### config.mk
export PLATFORM = sky130hd
export DESIGN_NAME = pll_divider_holdover_control
export DESIGN_NICKNAME = d
export VERILOG_FILES = /design/src/core/pll_div_pkg.sv /design/src/core/pll_divider_holdover_control.sv /design/src/core/frac_divider.sv /design/src/core/toggle_divider.sv
export VERILOG_INCLUDE_DIRS = /design/src /design/src/core
export SDC_FILE = /design/constraint.sdc
export NUM_CORES = 1
export LEC_CHECK = 0
export ABC_CLOCK_PERIOD_IN_PS = 21500
export BUFFER_PORTS_ARGS = -buffer_cell sky130_fd_sc_hd__clkbuf_2
export CAP_MARGIN = 10
export CELL_PAD_IN_SITES_DETAIL_PLACEMENT = 0
export CELL_PAD_IN_SITES_GLOBAL_PLACEMENT = 2
export CORE_MARGIN = 10
export CORE_UTILIZATION = 43
export CTS_CLUSTER_DIAMETER = 40
export CTS_CLUSTER_SIZE = 16
export DETAILED_ROUTE_END_ITERATION = 8
export HOLD_SLACK_MARGIN = 0.1
export PLACE_DENSITY_LB_ADDON = 0.08
export SLEW_MARGIN = 25
export SYNTH_ARGS = -nofsm -noshare
export SYNTH_HDL_FRONTEND = slang
export SYNTH_SLANG_ARGS = --single-unit
### constraint.sdc
create_clock -name ref_clk -period 21.5 [get_ports ref_clk]
set_input_delay 2.15 -clock ref_clk [delete_from_list [all_inputs] [get_ports ref_clk]]
set_output_delay 2.15 -clock ref_clk [all_outputs]
set_load 0.01 [all_outputs]
### src/core/pll_div_defines.svh
// register map, field positions, reset values, limits and timing constants
`ifndef PLL_DIV_DEFINES_SVH
`define PLL_DIV_DEFINES_SVH

`define CLK_MHZ 200
`define LOSS_NS 1000
`define LOSS_CYC (((`LOSS_NS) * (`CLK_MHZ)) / 1000)

`define A_CTRL 8'h00
`define A_REF1_INT 8'h04
`define A_REF1_FRAC 8'h08
`define A_REF1_DEN 8'h0c
`define A_REF2_INT 8'h10
`define A_REF2_FRAC 8'h14
`define A_REF2_DEN 8'h18
`define A_FB_INT 8'h1c
`define A_FB_FRAC 8'h20
`define A_FB_DEN 8'h24
`define A_OUTDIV 8'h28
`define A_STATUS 8'h2c
`define A_KRATIO 8'h30
`define A_TUNE 8'h34

`define CTRL_MODE 0
`define CTRL_DBL 1
`define CTRL_XTAL_LO 2
`define CTRL_XTAL_HI 3
`define CTRL_BYP1 4
`define CTRL_BYP2 5
`define CTRL_BYPFB 6
`define CTRL_CP_LO 8
`define CTRL_CP_HI 15
`define OUT_PRE_LO 0
`define OUT_PRE_HI 3
`define OUT_PRI_LO 4
`define OUT_PRI_HI 9
`define OUT_SEC_LO 10
`define OUT_SEC_HI 15
`define ST_REJECT 4

`define RST_CP 8'h80
`define RST_REF_N 6'h03
`define RST_REF_FRAC 20'h00000
`define RST_REF_DEN 19'h00001
`define RST_FB_N 8'h40
`define RST_FB_FRAC 20'h00000
`define RST_FB_DEN 20'h00001
`define RST_PRE 4'h4
`define RST_ODIV 6'h01

`define REF_N_MIN_BYP 20'h00001
`define REF_N_MIN_SDM 20'h00003
`define REF_N_MAX 20'h0003f
`define FB_N_MIN 20'h00040
`define FB_N_MAX 20'h000ff
`define PRE_MIN 20'h00004
`define PRE_MAX 20'h0000b
`define ODIV_MIN 20'h00001
`define ODIV_MAX 20'h0003f
`define REF_DEN_MAX 20'h7ffff
`define FB_DEN_MAX 20'hfffff

`define K_ONE 16'h0001
`define K_DEN_243 16'h00f3
`define K_52_MUL 16'h0514
`define K_52_DIV 16'h0145
`define K_50_MUL 16'h04e2
`define K_50_DIV 16'h0271
`define K_50_DIVDEN 16'h01e6
`define K_4986_NUM 16'h0115
`define K_4986_MULDEN 16'h0036
`define K_4986_DIVDEN 16'h00d8
`define K_49152_MUL 16'h0800
`define K_49152_DIV 16'h0200
`define K_49152_DEN 16'h0195

`endif

### src/core/pll_div_pkg.sv
// types shared by the divider and holdover logic
package pll_div_pkg;

    typedef struct packed {
        logic bypass;
        logic [5:0] n;
        logic [19:0] frac;
        logic [18:0] den;
    } ref_div_cfg_t;

    typedef struct packed {
        logic bypass;
        logic [7:0] n;
        logic [19:0] frac;
        logic [19:0] den;
    } fb_div_cfg_t;

    typedef struct packed {
        logic [3:0] prescale;
        logic [5:0] primary;
        logic [5:0] secondary;
    } out_div_cfg_t;

    typedef struct packed {
        logic mode_1944;
        logic use_doubler;
        logic [1:0] crystal_sel;
        logic [7:0] cp_current;
    } mode_cfg_t;

    typedef enum logic {ST_TRACK, ST_HOLD} hold_state_t;

endpackage

### src/core/pll_divider_holdover_control.sv
// divider configuration, reference monitoring and holdover control
//
// Overview of operation
// - enter holdover when both references are absent
// - freeze oscillator tuning at its last tracking value
// - leave holdover on reference return, resynchronize
// - secondary output is primary divided by 1..63
// - primary is vco over prescale times divider
// - feedback integer 64..255, fraction, denominator limits
// - input integer 1/3..63, fraction and denominator limits
// - input factor is n plus half plus fraction
// - bypassed modulator forces input half and fraction to zero
// - feedback factor is n plus fraction over denominator
// - scale factor one normally, table in 19.44 mode
`include "pll_div_defines.svh"
`timescale 1ns/1ps
`default_nettype none
module pll_divider_holdover_control (
    input wire logic ref_clk,
    input wire logic nrst,
    input wire logic [7:0] addr,
    input wire logic [31:0] wdata,
    input wire logic wr_en,
    input wire logic rd_en,
    output logic [31:0] rdata,
    input wire logic first_reference_input,
    input wire logic second_reference_input,
    input wire logic vco_tick,
    input wire logic [23:0] osc_tune_in,
    output logic [23:0] osc_tune,
    output logic holdover,
    output logic input_loop_resync,
    output logic active_ref_sel,
    output logic pd_ref_pulse,
    output logic fb_pulse,
    output logic primary_clock_output,
    output logic secondary_clock_output,
    output logic [7:0] cp_current
);
    logic rst_meta_r, rst_n;
    logic [1:0] ref_sync1_r, ref_sync2_r, ref_prev_r;
    logic [1:0] ref_half;
    logic [8:0] loss_cnt_r [2];
    logic [8:0] loss_cnt_nxt [2];
    logic [1:0] present_r, present_nxt;

    pll_div_pkg::mode_cfg_t mode_r, mode_nxt;
    pll_div_pkg::ref_div_cfg_t ref_cfg_r [2];
    pll_div_pkg::ref_div_cfg_t ref_cfg_nxt [2];
    pll_div_pkg::fb_div_cfg_t fb_cfg_r, fb_cfg_nxt;
    pll_div_pkg::out_div_cfg_t out_cfg_r, out_cfg_nxt;
    logic reject_r, reject_nxt;
    logic [31:0] rdata_nxt;

    pll_div_pkg::hold_state_t state_r, state_nxt;
    logic [23:0] tune_r, tune_nxt;
    logic resync_r, resync_nxt;
    logic sel_r, sel_nxt;
    logic pd_r, pd_nxt;
    logic [1:0] ref_pulse;
    logic pri_edge;
    logic [21:0] ref_step [2];
    logic [9:0] total_output_divide;

    function automatic logic in_range(input logic [19:0] v, input logic [19:0] lo,
                                      input logic [19:0] hi);
        in_range = (v >= lo) && (v <= hi);
    endfunction

    // input half-period step (den + frac), clamped into [0, 2*den)
    function automatic logic [21:0] ref_step_of(input pll_div_pkg::ref_div_cfg_t c);
        logic signed [21:0] s;
        logic signed [21:0] lim;
        s = $signed({3'h0, c.den}) + $signed({{2{c.frac[19]}}, c.frac});
        lim = $signed({2'h0, c.den, 1'b0});
        if (c.bypass) begin
            ref_step_of = 22'h000000;
        end else if (s < 0) begin
            ref_step_of = 22'h000000;
        end else if (s >= lim) begin
            ref_step_of = 22'(lim - 22'sh000001);
        end else begin
            ref_step_of = 22'(s);
        end
    endfunction

    function automatic logic [19:0] ref_n_min(input logic bypass);
        ref_n_min = bypass ? `REF_N_MIN_BYP : `REF_N_MIN_SDM;
    endfunction

    // scale factor as {denominator, numerator}
    function automatic logic [31:0] k_ratio(input pll_div_pkg::mode_cfg_t m);
        logic [15:0] num;
        logic [15:0] den;
        num = `K_ONE;
        den = `K_ONE;
        if (m.mode_1944) begin
            unique case (m.crystal_sel)
                2'h0: begin
                    num = m.use_doubler ? `K_52_MUL : `K_52_DIV;
                    den = `K_DEN_243;
                end
                2'h1: begin
                    num = m.use_doubler ? `K_50_MUL : `K_50_DIV;
                    den = m.use_doubler ? `K_DEN_243 : `K_50_DIVDEN;
                end
                2'h2: begin
                    num = `K_4986_NUM;
                    den = m.use_doubler ? `K_4986_MULDEN : `K_4986_DIVDEN;
                end
                2'h3: begin
                    num = m.use_doubler ? `K_49152_MUL : `K_49152_DIV;
                    den = `K_49152_DEN;
                end
            endcase
        end
        k_ratio = {den, num};
    endfunction

    // reset release through two flops
    always_ff @(posedge ref_clk or negedge nrst) begin
        if (!nrst) begin
            rst_meta_r <= 1'b0;
            rst_n <= 1'b0;
        end else begin
            rst_meta_r <= 1'b1;
            rst_n <= rst_meta_r;
        end
    end

    // reference pins: two-flop synchronisers, edge and loss detection
    assign ref_half = ref_sync2_r ^ ref_prev_r;

    always_comb begin
        for (int i = 0; i < 2; i++) begin
            if (ref_half[i]) begin
                loss_cnt_nxt[i] = 9'h000;
            end else if (loss_cnt_r[i] < 9'(`LOSS_CYC)) begin
                loss_cnt_nxt[i] = loss_cnt_r[i] + 9'h001;
            end else begin
                loss_cnt_nxt[i] = loss_cnt_r[i];
            end
            present_nxt[i] = loss_cnt_nxt[i] < 9'(`LOSS_CYC);
        end
    end

    always_ff @(posedge ref_clk or negedge rst_n) begin
        if (!rst_n) begin
            ref_sync1_r <= 2'h0;
            ref_sync2_r <= 2'h0;
            ref_prev_r <= 2'h0;
            loss_cnt_r[0] <= 9'(`LOSS_CYC);
            loss_cnt_r[1] <= 9'(`LOSS_CYC);
            present_r <= 2'h0;
        end else begin
            ref_sync1_r <= {second_reference_input, first_reference_input};
            ref_sync2_r <= ref_sync1_r;
            ref_prev_r <= ref_sync2_r;
            loss_cnt_r[0] <= loss_cnt_nxt[0];
            loss_cnt_r[1] <= loss_cnt_nxt[1];
            present_r <= present_nxt;
        end
    end

    // holdover state machine and oscillator tuning hold
    always_comb begin
        state_nxt = state_r;
        resync_nxt = 1'b0;
        tune_nxt = tune_r;
        sel_nxt = sel_r;
        unique case (state_r)
            pll_div_pkg::ST_TRACK: begin
                if (present_r == 2'h0) begin
                    state_nxt = pll_div_pkg::ST_HOLD;
                end else begin
                    tune_nxt = osc_tune_in;
                    sel_nxt = !present_r[0];
                end
            end
            pll_div_pkg::ST_HOLD: begin
                if (present_r != 2'h0) begin
                    state_nxt = pll_div_pkg::ST_TRACK;
                    resync_nxt = 1'b1;
                    sel_nxt = !present_r[0];
                end
                // tuning word keeps its last tracking value
                tune_nxt = tune_r;
            end
        endcase
        pd_nxt = sel_r ? ref_pulse[1] : ref_pulse[0];
    end

    always_ff @(posedge ref_clk or negedge rst_n) begin
        if (!rst_n) begin
            state_r <= pll_div_pkg::ST_TRACK;
            tune_r <= 24'h000000;
            resync_r <= 1'b0;
            sel_r <= 1'b0;
            pd_r <= 1'b0;
        end else begin
            state_r <= state_nxt;
            tune_r <= tune_nxt;
            resync_r <= resync_nxt;
            sel_r <= sel_nxt;
            pd_r <= pd_nxt;
        end
    end

    // dividers: input half-period factor 2n + (den+frac)/den, restarted on resync
    for (genvar g = 0; g < 2; g++) begin : g_ref
        assign ref_step[g] = ref_step_of(ref_cfg_r[g]);
        frac_divider u_ref_div (
            .ref_clk(ref_clk),
            .rst_n(rst_n),
            .tick(ref_half[g]),
            .restart(resync_r),
            .base({3'h0, ref_cfg_r[g].n, 1'b0}),
            .step(ref_step[g]),
            .modulus({3'h0, ref_cfg_r[g].den}),
            .pulse_r(ref_pulse[g])
        );
    end

    // feedback counts vco half periods: 2n + 2*frac/den
    frac_divider u_fb_div (
        .ref_clk(ref_clk),
        .rst_n(rst_n),
        .tick(vco_tick),
        .restart(1'b0),
        .base({1'b0, fb_cfg_r.n, 1'b0}),
        .step(fb_cfg_r.bypass ? 22'h000000 : {1'b0, fb_cfg_r.frac, 1'b0}),
        .modulus({2'h0, fb_cfg_r.den}),
        .pulse_r(fb_pulse)
    );

    assign total_output_divide = 10'(out_cfg_r.prescale * out_cfg_r.primary);

    toggle_divider u_pri_div (
        .ref_clk(ref_clk),
        .rst_n(rst_n),
        .tick(vco_tick),
        .div(total_output_divide),
        .clk_out_r(primary_clock_output),
        .edge_r(pri_edge)
    );

    toggle_divider u_sec_div (
        .ref_clk(ref_clk),
        .rst_n(rst_n),
        .tick(pri_edge),
        .div({4'h0, out_cfg_r.secondary}),
        .clk_out_r(secondary_clock_output),
        .edge_r()
    );

    // register file: out-of-range writes are dropped and flagged
    always_comb begin
        mode_nxt = mode_r;
        ref_cfg_nxt[0] = ref_cfg_r[0];
        ref_cfg_nxt[1] = ref_cfg_r[1];
        fb_cfg_nxt = fb_cfg_r;
        out_cfg_nxt = out_cfg_r;
        reject_nxt = reject_r;
        rdata_nxt = 32'h00000000;
        if (wr_en) begin
            unique case (addr)
                `A_CTRL: begin
                    if (in_range({14'h0000, ref_cfg_r[0].n}, ref_n_min(wdata[`CTRL_BYP1]),
                                 `REF_N_MAX) &&
                        in_range({14'h0000, ref_cfg_r[1].n}, ref_n_min(wdata[`CTRL_BYP2]),
                                 `REF_N_MAX)) begin
                        mode_nxt.mode_1944 = wdata[`CTRL_MODE];
                        mode_nxt.use_doubler = wdata[`CTRL_DBL];
                        mode_nxt.crystal_sel = wdata[`CTRL_XTAL_HI:`CTRL_XTAL_LO];
                        mode_nxt.cp_current = wdata[`CTRL_CP_HI:`CTRL_CP_LO];
                        ref_cfg_nxt[0].bypass = wdata[`CTRL_BYP1];
                        ref_cfg_nxt[1].bypass = wdata[`CTRL_BYP2];
                        fb_cfg_nxt.bypass = wdata[`CTRL_BYPFB];
                    end else begin
                        reject_nxt = 1'b1;
                    end
                end
                `A_REF1_INT, `A_REF2_INT: begin
                    if (in_range({14'h0000, wdata[5:0]},
                                 ref_n_min(ref_cfg_r[addr == `A_REF2_INT].bypass),
                                 `REF_N_MAX) && wdata[31:6] == 26'h0000000) begin
                        ref_cfg_nxt[addr == `A_REF2_INT].n = wdata[5:0];
                    end else begin
                        reject_nxt = 1'b1;
                    end
                end
                `A_REF1_FRAC: ref_cfg_nxt[0].frac = wdata[19:0];
                `A_REF2_FRAC: ref_cfg_nxt[1].frac = wdata[19:0];
                `A_REF1_DEN, `A_REF2_DEN: begin
                    if (in_range(wdata[19:0], 20'h00001, `REF_DEN_MAX) &&
                        wdata[31:20] == 12'h000) begin
                        ref_cfg_nxt[addr == `A_REF2_DEN].den = wdata[18:0];
                    end else begin
                        reject_nxt = 1'b1;
                    end
                end
                `A_FB_INT: begin
                    if (in_range({12'h000, wdata[7:0]}, `FB_N_MIN, `FB_N_MAX) &&
                        wdata[31:8] == 24'h000000) begin
                        fb_cfg_nxt.n = wdata[7:0];
                    end else begin
                        reject_nxt = 1'b1;
                    end
                end
                `A_FB_FRAC: fb_cfg_nxt.frac = wdata[19:0];
                `A_FB_DEN: begin
                    if (in_range(wdata[19:0], 20'h00001, `FB_DEN_MAX) &&
                        wdata[31:20] == 12'h000) begin
                        fb_cfg_nxt.den = wdata[19:0];
                    end else begin
                        reject_nxt = 1'b1;
                    end
                end
                `A_OUTDIV: begin
                    if (in_range({16'h0000, wdata[`OUT_PRE_HI:`OUT_PRE_LO]}, `PRE_MIN, `PRE_MAX) &&
                        in_range({14'h0000, wdata[`OUT_PRI_HI:`OUT_PRI_LO]}, `ODIV_MIN,
                                 `ODIV_MAX) &&
                        in_range({14'h0000, wdata[`OUT_SEC_HI:`OUT_SEC_LO]}, `ODIV_MIN,
                                 `ODIV_MAX)) begin
                        out_cfg_nxt.prescale = wdata[`OUT_PRE_HI:`OUT_PRE_LO];
                        out_cfg_nxt.primary = wdata[`OUT_PRI_HI:`OUT_PRI_LO];
                        out_cfg_nxt.secondary = wdata[`OUT_SEC_HI:`OUT_SEC_LO];
                    end else begin
                        reject_nxt = 1'b1;
                    end
                end
                `A_STATUS: begin
                    if (wdata[`ST_REJECT]) begin
                        reject_nxt = 1'b0;
                    end
                end
                default: begin
                end
            endcase
        end
        if (rd_en) begin
            unique case (addr)
                `A_CTRL: rdata_nxt = {16'h0000, mode_r.cp_current, 1'b0, fb_cfg_r.bypass,
                                      ref_cfg_r[1].bypass, ref_cfg_r[0].bypass,
                                      mode_r.crystal_sel, mode_r.use_doubler,
                                      mode_r.mode_1944};
                `A_REF1_INT: rdata_nxt = {26'h0000000, ref_cfg_r[0].n};
                `A_REF1_FRAC: rdata_nxt = {{12{ref_cfg_r[0].frac[19]}}, ref_cfg_r[0].frac};
                `A_REF1_DEN: rdata_nxt = {13'h0000, ref_cfg_r[0].den};
                `A_REF2_INT: rdata_nxt = {26'h0000000, ref_cfg_r[1].n};
                `A_REF2_FRAC: rdata_nxt = {{12{ref_cfg_r[1].frac[19]}}, ref_cfg_r[1].frac};
                `A_REF2_DEN: rdata_nxt = {13'h0000, ref_cfg_r[1].den};
                `A_FB_INT: rdata_nxt = {24'h000000, fb_cfg_r.n};
                `A_FB_FRAC: rdata_nxt = {12'h000, fb_cfg_r.frac};
                `A_FB_DEN: rdata_nxt = {12'h000, fb_cfg_r.den};
                `A_OUTDIV: rdata_nxt = {16'h0000, out_cfg_r.secondary, out_cfg_r.primary,
                                        out_cfg_r.prescale};
                `A_STATUS: rdata_nxt = {27'h0000000, reject_r, sel_r,
                                        state_r == pll_div_pkg::ST_HOLD, present_r};
                `A_KRATIO: rdata_nxt = k_ratio(mode_r);
                `A_TUNE: rdata_nxt = {8'h00, tune_r};
                default: rdata_nxt = 32'h00000000;
            endcase
        end
    end

    always_ff @(posedge ref_clk or negedge rst_n) begin
        if (!rst_n) begin
            mode_r <= '{mode_1944: 1'b0, use_doubler: 1'b0, crystal_sel: 2'h0,
                        cp_current: `RST_CP};
            for (int i = 0; i < 2; i++) begin
                ref_cfg_r[i] <= '{bypass: 1'b0, n: `RST_REF_N, frac: `RST_REF_FRAC,
                                  den: `RST_REF_DEN};
            end
            fb_cfg_r <= '{bypass: 1'b0, n: `RST_FB_N, frac: `RST_FB_FRAC, den: `RST_FB_DEN};
            out_cfg_r <= '{prescale: `RST_PRE, primary: `RST_ODIV, secondary: `RST_ODIV};
            reject_r <= 1'b0;
            rdata <= 32'h00000000;
        end else begin
            mode_r <= mode_nxt;
            ref_cfg_r[0] <= ref_cfg_nxt[0];
            ref_cfg_r[1] <= ref_cfg_nxt[1];
            fb_cfg_r <= fb_cfg_nxt;
            out_cfg_r <= out_cfg_nxt;
            reject_r <= reject_nxt;
            rdata <= rdata_nxt;
        end
    end

    always_ff @(posedge ref_clk or negedge rst_n) begin
        if (!rst_n) begin
            osc_tune <= 24'h000000;
            holdover <= 1'b0;
            input_loop_resync <= 1'b0;
            active_ref_sel <= 1'b0;
            pd_ref_pulse <= 1'b0;
            cp_current <= `RST_CP;
        end else begin
            osc_tune <= tune_nxt;
            holdover <= state_nxt == pll_div_pkg::ST_HOLD;
            input_loop_resync <= resync_nxt;
            active_ref_sel <= sel_nxt;
            pd_ref_pulse <= pd_r;
            cp_current <= mode_nxt.cp_current;
        end
    end
endmodule
`default_nettype wire

### src/core/frac_divider.sv
// pulse divider by base plus a first-order modulated fraction step/modulus
`timescale 1ns/1ps
`default_nettype none
module frac_divider (
    input wire logic ref_clk,
    input wire logic rst_n,
    input wire logic tick,
    input wire logic restart,
    input wire logic [9:0] base,
    input wire logic [21:0] step,
    input wire logic [21:0] modulus,
    output logic pulse_r
);
    logic [10:0] cnt_r, cnt_nxt;
    logic [21:0] acc_r, acc_nxt;
    logic [1:0] extra_r, extra_nxt;
    logic pulse_nxt;
    logic [10:0] target;
    logic [22:0] sum;
    logic [22:0] mod2;

    always_comb begin
        target = {1'b0, base} + {9'h000, extra_r};
        sum = {1'b0, acc_r} + {1'b0, step};
        mod2 = {modulus, 1'b0};
        cnt_nxt = cnt_r;
        acc_nxt = acc_r;
        extra_nxt = extra_r;
        pulse_nxt = 1'b0;
        if (restart) begin
            cnt_nxt = 11'h000;
            acc_nxt = 22'h000000;
            extra_nxt = 2'h0;
        end else if (tick) begin
            if (cnt_r + 11'h001 >= target) begin
                pulse_nxt = 1'b1;
                cnt_nxt = 11'h000;
                if (sum >= mod2) begin
                    extra_nxt = 2'h2;
                    acc_nxt = 22'(sum - mod2);
                end else if (sum >= {1'b0, modulus}) begin
                    extra_nxt = 2'h1;
                    acc_nxt = 22'(sum - {1'b0, modulus});
                end else begin
                    extra_nxt = 2'h0;
                    acc_nxt = sum[21:0];
                end
            end else begin
                cnt_nxt = cnt_r + 11'h001;
            end
        end
    end

    always_ff @(posedge ref_clk or negedge rst_n) begin
        if (!rst_n) begin
            cnt_r <= 11'h000;
            acc_r <= 22'h000000;
            extra_r <= 2'h0;
            pulse_r <= 1'b0;
        end else begin
            cnt_r <= cnt_nxt;
            acc_r <= acc_nxt;
            extra_r <= extra_nxt;
            pulse_r <= pulse_nxt;
        end
    end
endmodule
`default_nettype wire

### src/core/toggle_divider.sv
// integer divider: toggles its clock output every div input ticks
`timescale 1ns/1ps
`default_nettype none
module toggle_divider (
    input wire logic ref_clk,
    input wire logic rst_n,
    input wire logic tick,
    input wire logic [9:0] div,
    output logic clk_out_r,
    output logic edge_r
);
    logic [9:0] cnt_r, cnt_nxt;
    logic clk_out_nxt;
    logic edge_nxt;

    always_comb begin
        cnt_nxt = cnt_r;
        clk_out_nxt = clk_out_r;
        edge_nxt = 1'b0;
        if (tick) begin
            if (cnt_r + 10'h001 >= div) begin
                cnt_nxt = 10'h000;
                clk_out_nxt = !clk_out_r;
                edge_nxt = 1'b1;
            end else begin
                cnt_nxt = cnt_r + 10'h001;
            end
        end
    end

    always_ff @(posedge ref_clk or negedge rst_n) begin
        if (!rst_n) begin
            cnt_r <= 10'h000;
            clk_out_r <= 1'b0;
            edge_r <= 1'b0;
        end else begin
            cnt_r <= cnt_nxt;
            clk_out_r <= clk_out_nxt;
            edge_r <= edge_nxt;
        end
    end
endmodule
`default_nettype wire

==> flow_summary.toml <==
[pwr]
comb_power_share_pct = 65.6
power_switching_mw = 3.150
finalPower_mw = 6.589
pwr-share-seq_pct = 14.2
ir_drop_mv = 0.1582
power_leakage_nw = 16.68
power_density_nw_per_um2 = 180.2
internal-power_mw = 3.438
switching_share_pct = 47.81
clkPwrFrac_pct = 20.2

[worst_setup_path]
cp_common_cell = "ha_1"
cp_slowest_cell = "nand3_1"
cp-start-kind = "register"
cp-end-kind = "register"
cp_num_buf_inv = 1
required_ns = 22.01
max_stage_delay_ns = 0.80
worst_path_dominant_cell_family = "compound AO/OA/AOI/OAI gates"
arrival_ns = 11.51
path_max_fanout = 31
crit_type = "reg -> reg"
r2r_slack_ns = 10.51

[placed_design]
dp.cells = 4567
gp_congestion = 0.9203
port_buffers = 141
place_area_um2 = 33620
hpwlAfterDp_mm = 85.14

[logic_synthesis]
synth_edf_count = 0
yosysTopAreaCellShare_pct = 28.61
synth_top_area_cell = "dfrtp_1"
syn_avg_cell_area_um2 = 8.961
synth_async_sr_flop_share_pct = 100.0
postSynthCellCount = 3572
seq_area_frac_synth_pct = 30.09
synth_nets = 3995
yosys_warnings = 0
ys.flop_type = "dfrtp_1"
synth_cell_types = 90
yosys-top-cells-area = "dfrtp_1 (29%), ha_1 (13%), mux2_2 (5.9%), xnor2_1 (5.1%), a21oi_1 (4.1%)"
ys_seq_elements = 384
syn_area_um2 = 32010

[drt]
viasPerCell = 6.063
routed-via-count = 28620
drt_iter0_drc = 2494
wl_per_cell_um = 23.10
postRouteAntennaNets = 0
drc = 0
wl_mm = 109.0
drt_first_pass_iters = 6

[sta]
setup_tns_ns = 0
maxSlewViolCount = 0
timing.final.crit_share_pct = 51.13
min_period_ns = 10.99
finalHoldViolations = 0
rsz0062_at_grt = "no"
worst_slew_pin_slew_ns = 1.085
fin_worst_skew_ns = 0.04174
slew_headroom_pct = 27.51
fmax_ghz = 0.09096
finalSetupViolations = 0

[final_layout]
final_nets = 4115
fin_util_pct = 49.87
fill_cells = 6917
fin_cells = 4721
drive_gt1_share_pct = 14.84
area_delta_synth_final_pct = 14.26
finalInstanceArea_um2 = 36570

[grt]
grt_use_total_pct = 24.78
antenna_found_initial = 6
grt_pass1_vias = 28000
grt_pass1_wl_mm = 167.7
grt_max_degree = 159
gr-total-overflow = 0

[outcome]
status = "complete, no violations"

[floorplan]
die_w_um = 292.8
coreArea_um2 = 73330
die-height_um = 292.8
design.die.area_um2 = 85750
fp-row-count = 99
ioPinCount = 142
start_util_pct = 43.65

[clock_tree]
worstSkewPairLatency_ns = 0.65
clock_sinks = 384
clk_pin_slew_ns = 0.05
hold_buffers = 0
postCtsSetupRepairBufs = 0
numCtsBuffers = 82
ctsResizeCount = 0
cts_root_buf = "clkbuf_16"
cts_tree = "built"
clockBufferDepth = 3
cts_htree_levels = 3

[run]
cap_violations = 0

[min_path]
worst_hold_path_type = "reg -> reg"
[through the flow]
stage	setup slack, ns	hold slack, ns
after floorplan	10.04	0.3312
after global placement	10.53	0.3331
after detailed placement	10.57	0.3356
after CTS	10.50	0.3471
after global routing	9.470	0.3562
final	10.51	0.3448
[per-layer routing]
| layer | global-route usage [%] | vias up | wire, µm |
|---|---|---|---|
| li1 | - | 13500 | - |
| met1 | 34.24 | 14040 | 50650 |
| met2 | 39.62 | 915 | 49130 |
| met3 | 3.745 | 157 | 6526 |
| met4 | 7.117 | 8 | 2687 |
| met5 | 0 | - | 60 |
[synthesized netlist by cell type, types with 89 or more instances]
| library cell | number |
|---|---|
| a21o_1 | 96 |
| a21oi_1 | 260 |
| clkbuf_1 | 103 |
| dfrtp_1 | 366 |
| ha_1 | 333 |
| inv_1 | 174 |
| mux2_2 | 167 |
| nand2_1 | 223 |
| nand3_1 | 89 |
| nor2_1 | 249 |
| o21ai_0 | 199 |
| xnor2_1 | 185 |
| xor2_1 | 91 |
[flip-flops by register name, indices dropped and copies added, names as in the netlist, 4 cells and up]
register                 cells
ref_cfg_r                   92
fb_cfg_r                    49
g_ref.u_ref_div.acc_r       44
rdata                       26
osc_tune                    24
g_ref.u_ref_div.cnt_r       22
u_fb_div.acc_r              22
loss_cnt_r                  18
out_cfg_r                   16
u_fb_div.cnt_r              11
u_pri_div.cnt_r             10
u_sec_div.cnt_r             10
cp_current                   8
g_ref.u_ref_div.extra_r      4
mode_r                       4
[logic make-up after synthesis]
group	count (synthesis)	share of synthesized area, %
buffers and inverters	307	3.811
adders and majority gates	352	14.21
AOI/OAI and AO/OA	1061	21.99
and+or+nand+nor	990	15.39
xor gates and xnor gates	276	7.552
DFF	384	30.09
other	1	0.01172
muxes	201	6.939
[cell type report]
cell class / count / area [µm²] / area share, %
Clock buffer: 91 / 2136 / 5.840
Antenna cell: 1 / 2.502 / 0.006843
Sequential cell: 384 / 9635 / 26.35
Inverter: 175 / 656.9 / 1.796
Timing Repair Buffer: 168 / 920.9 / 2.518
Clock inverter: 62 / 792.0 / 2.166
Multi-Input combinational cell: 2881 / 21230 / 58.05
Tap cell: 959 / 1200 / 3.281
[worst paths after layout]
kind,from,to,cells past startpoint
max,ref_cfg_r[0]$_DFFE_PN1P_,g_ref[1].u_ref_div.acc_r[21]$_DFFE_PN0P_,34
min,pd_r$_DFF_PN0_,pd_ref_pulse$_DFF_PN0_,0
max reg2reg,ref_cfg_r[0]$_DFFE_PN1P_,g_ref[1].u_ref_div.acc_r[21]$_DFFE_PN0P_,34
min in group asynchronous,rst_n$_DFF_PN0_,ref_sync1_r[0]$_DFF_PN0_,0
max in group asynchronous,rst_n$_DFF_PN0_,ref_cfg_r[5]$_DFFE_PN0P_,2
min reg2reg,pd_r$_DFF_PN0_,pd_ref_pulse$_DFF_PN0_,0
[power by group through the flow]
stage,Sequential (mW),Clock [mW],Combinational [mW]
floorplan,0.909,0,3.29
global placement,0.946,0,4.22
detailed placement,0.947,0,4.25
CTS,0.937,1.36,4.28
global route,0.946,1.39,4.81
finish,0.937,1.33,4.32
[cells in the final DEF (no fill, tap or decap), types with 96 or more instances in the layout]
| cell | instances |
|---|---|
| mux2_2 | 167 |
| a21oi_1 | 257 |
| inv_1 | 174 |
| clkbuf_2 | 141 |
| a21o_1 | 96 |
| dfrtp_1 | 365 |
| ha_1 | 333 |
| nand2_1 | 219 |
| o21ai_0 | 199 |
| nor2_1 | 242 |
| xnor2_1 | 185 |
(Power assumes the default switching activity.)
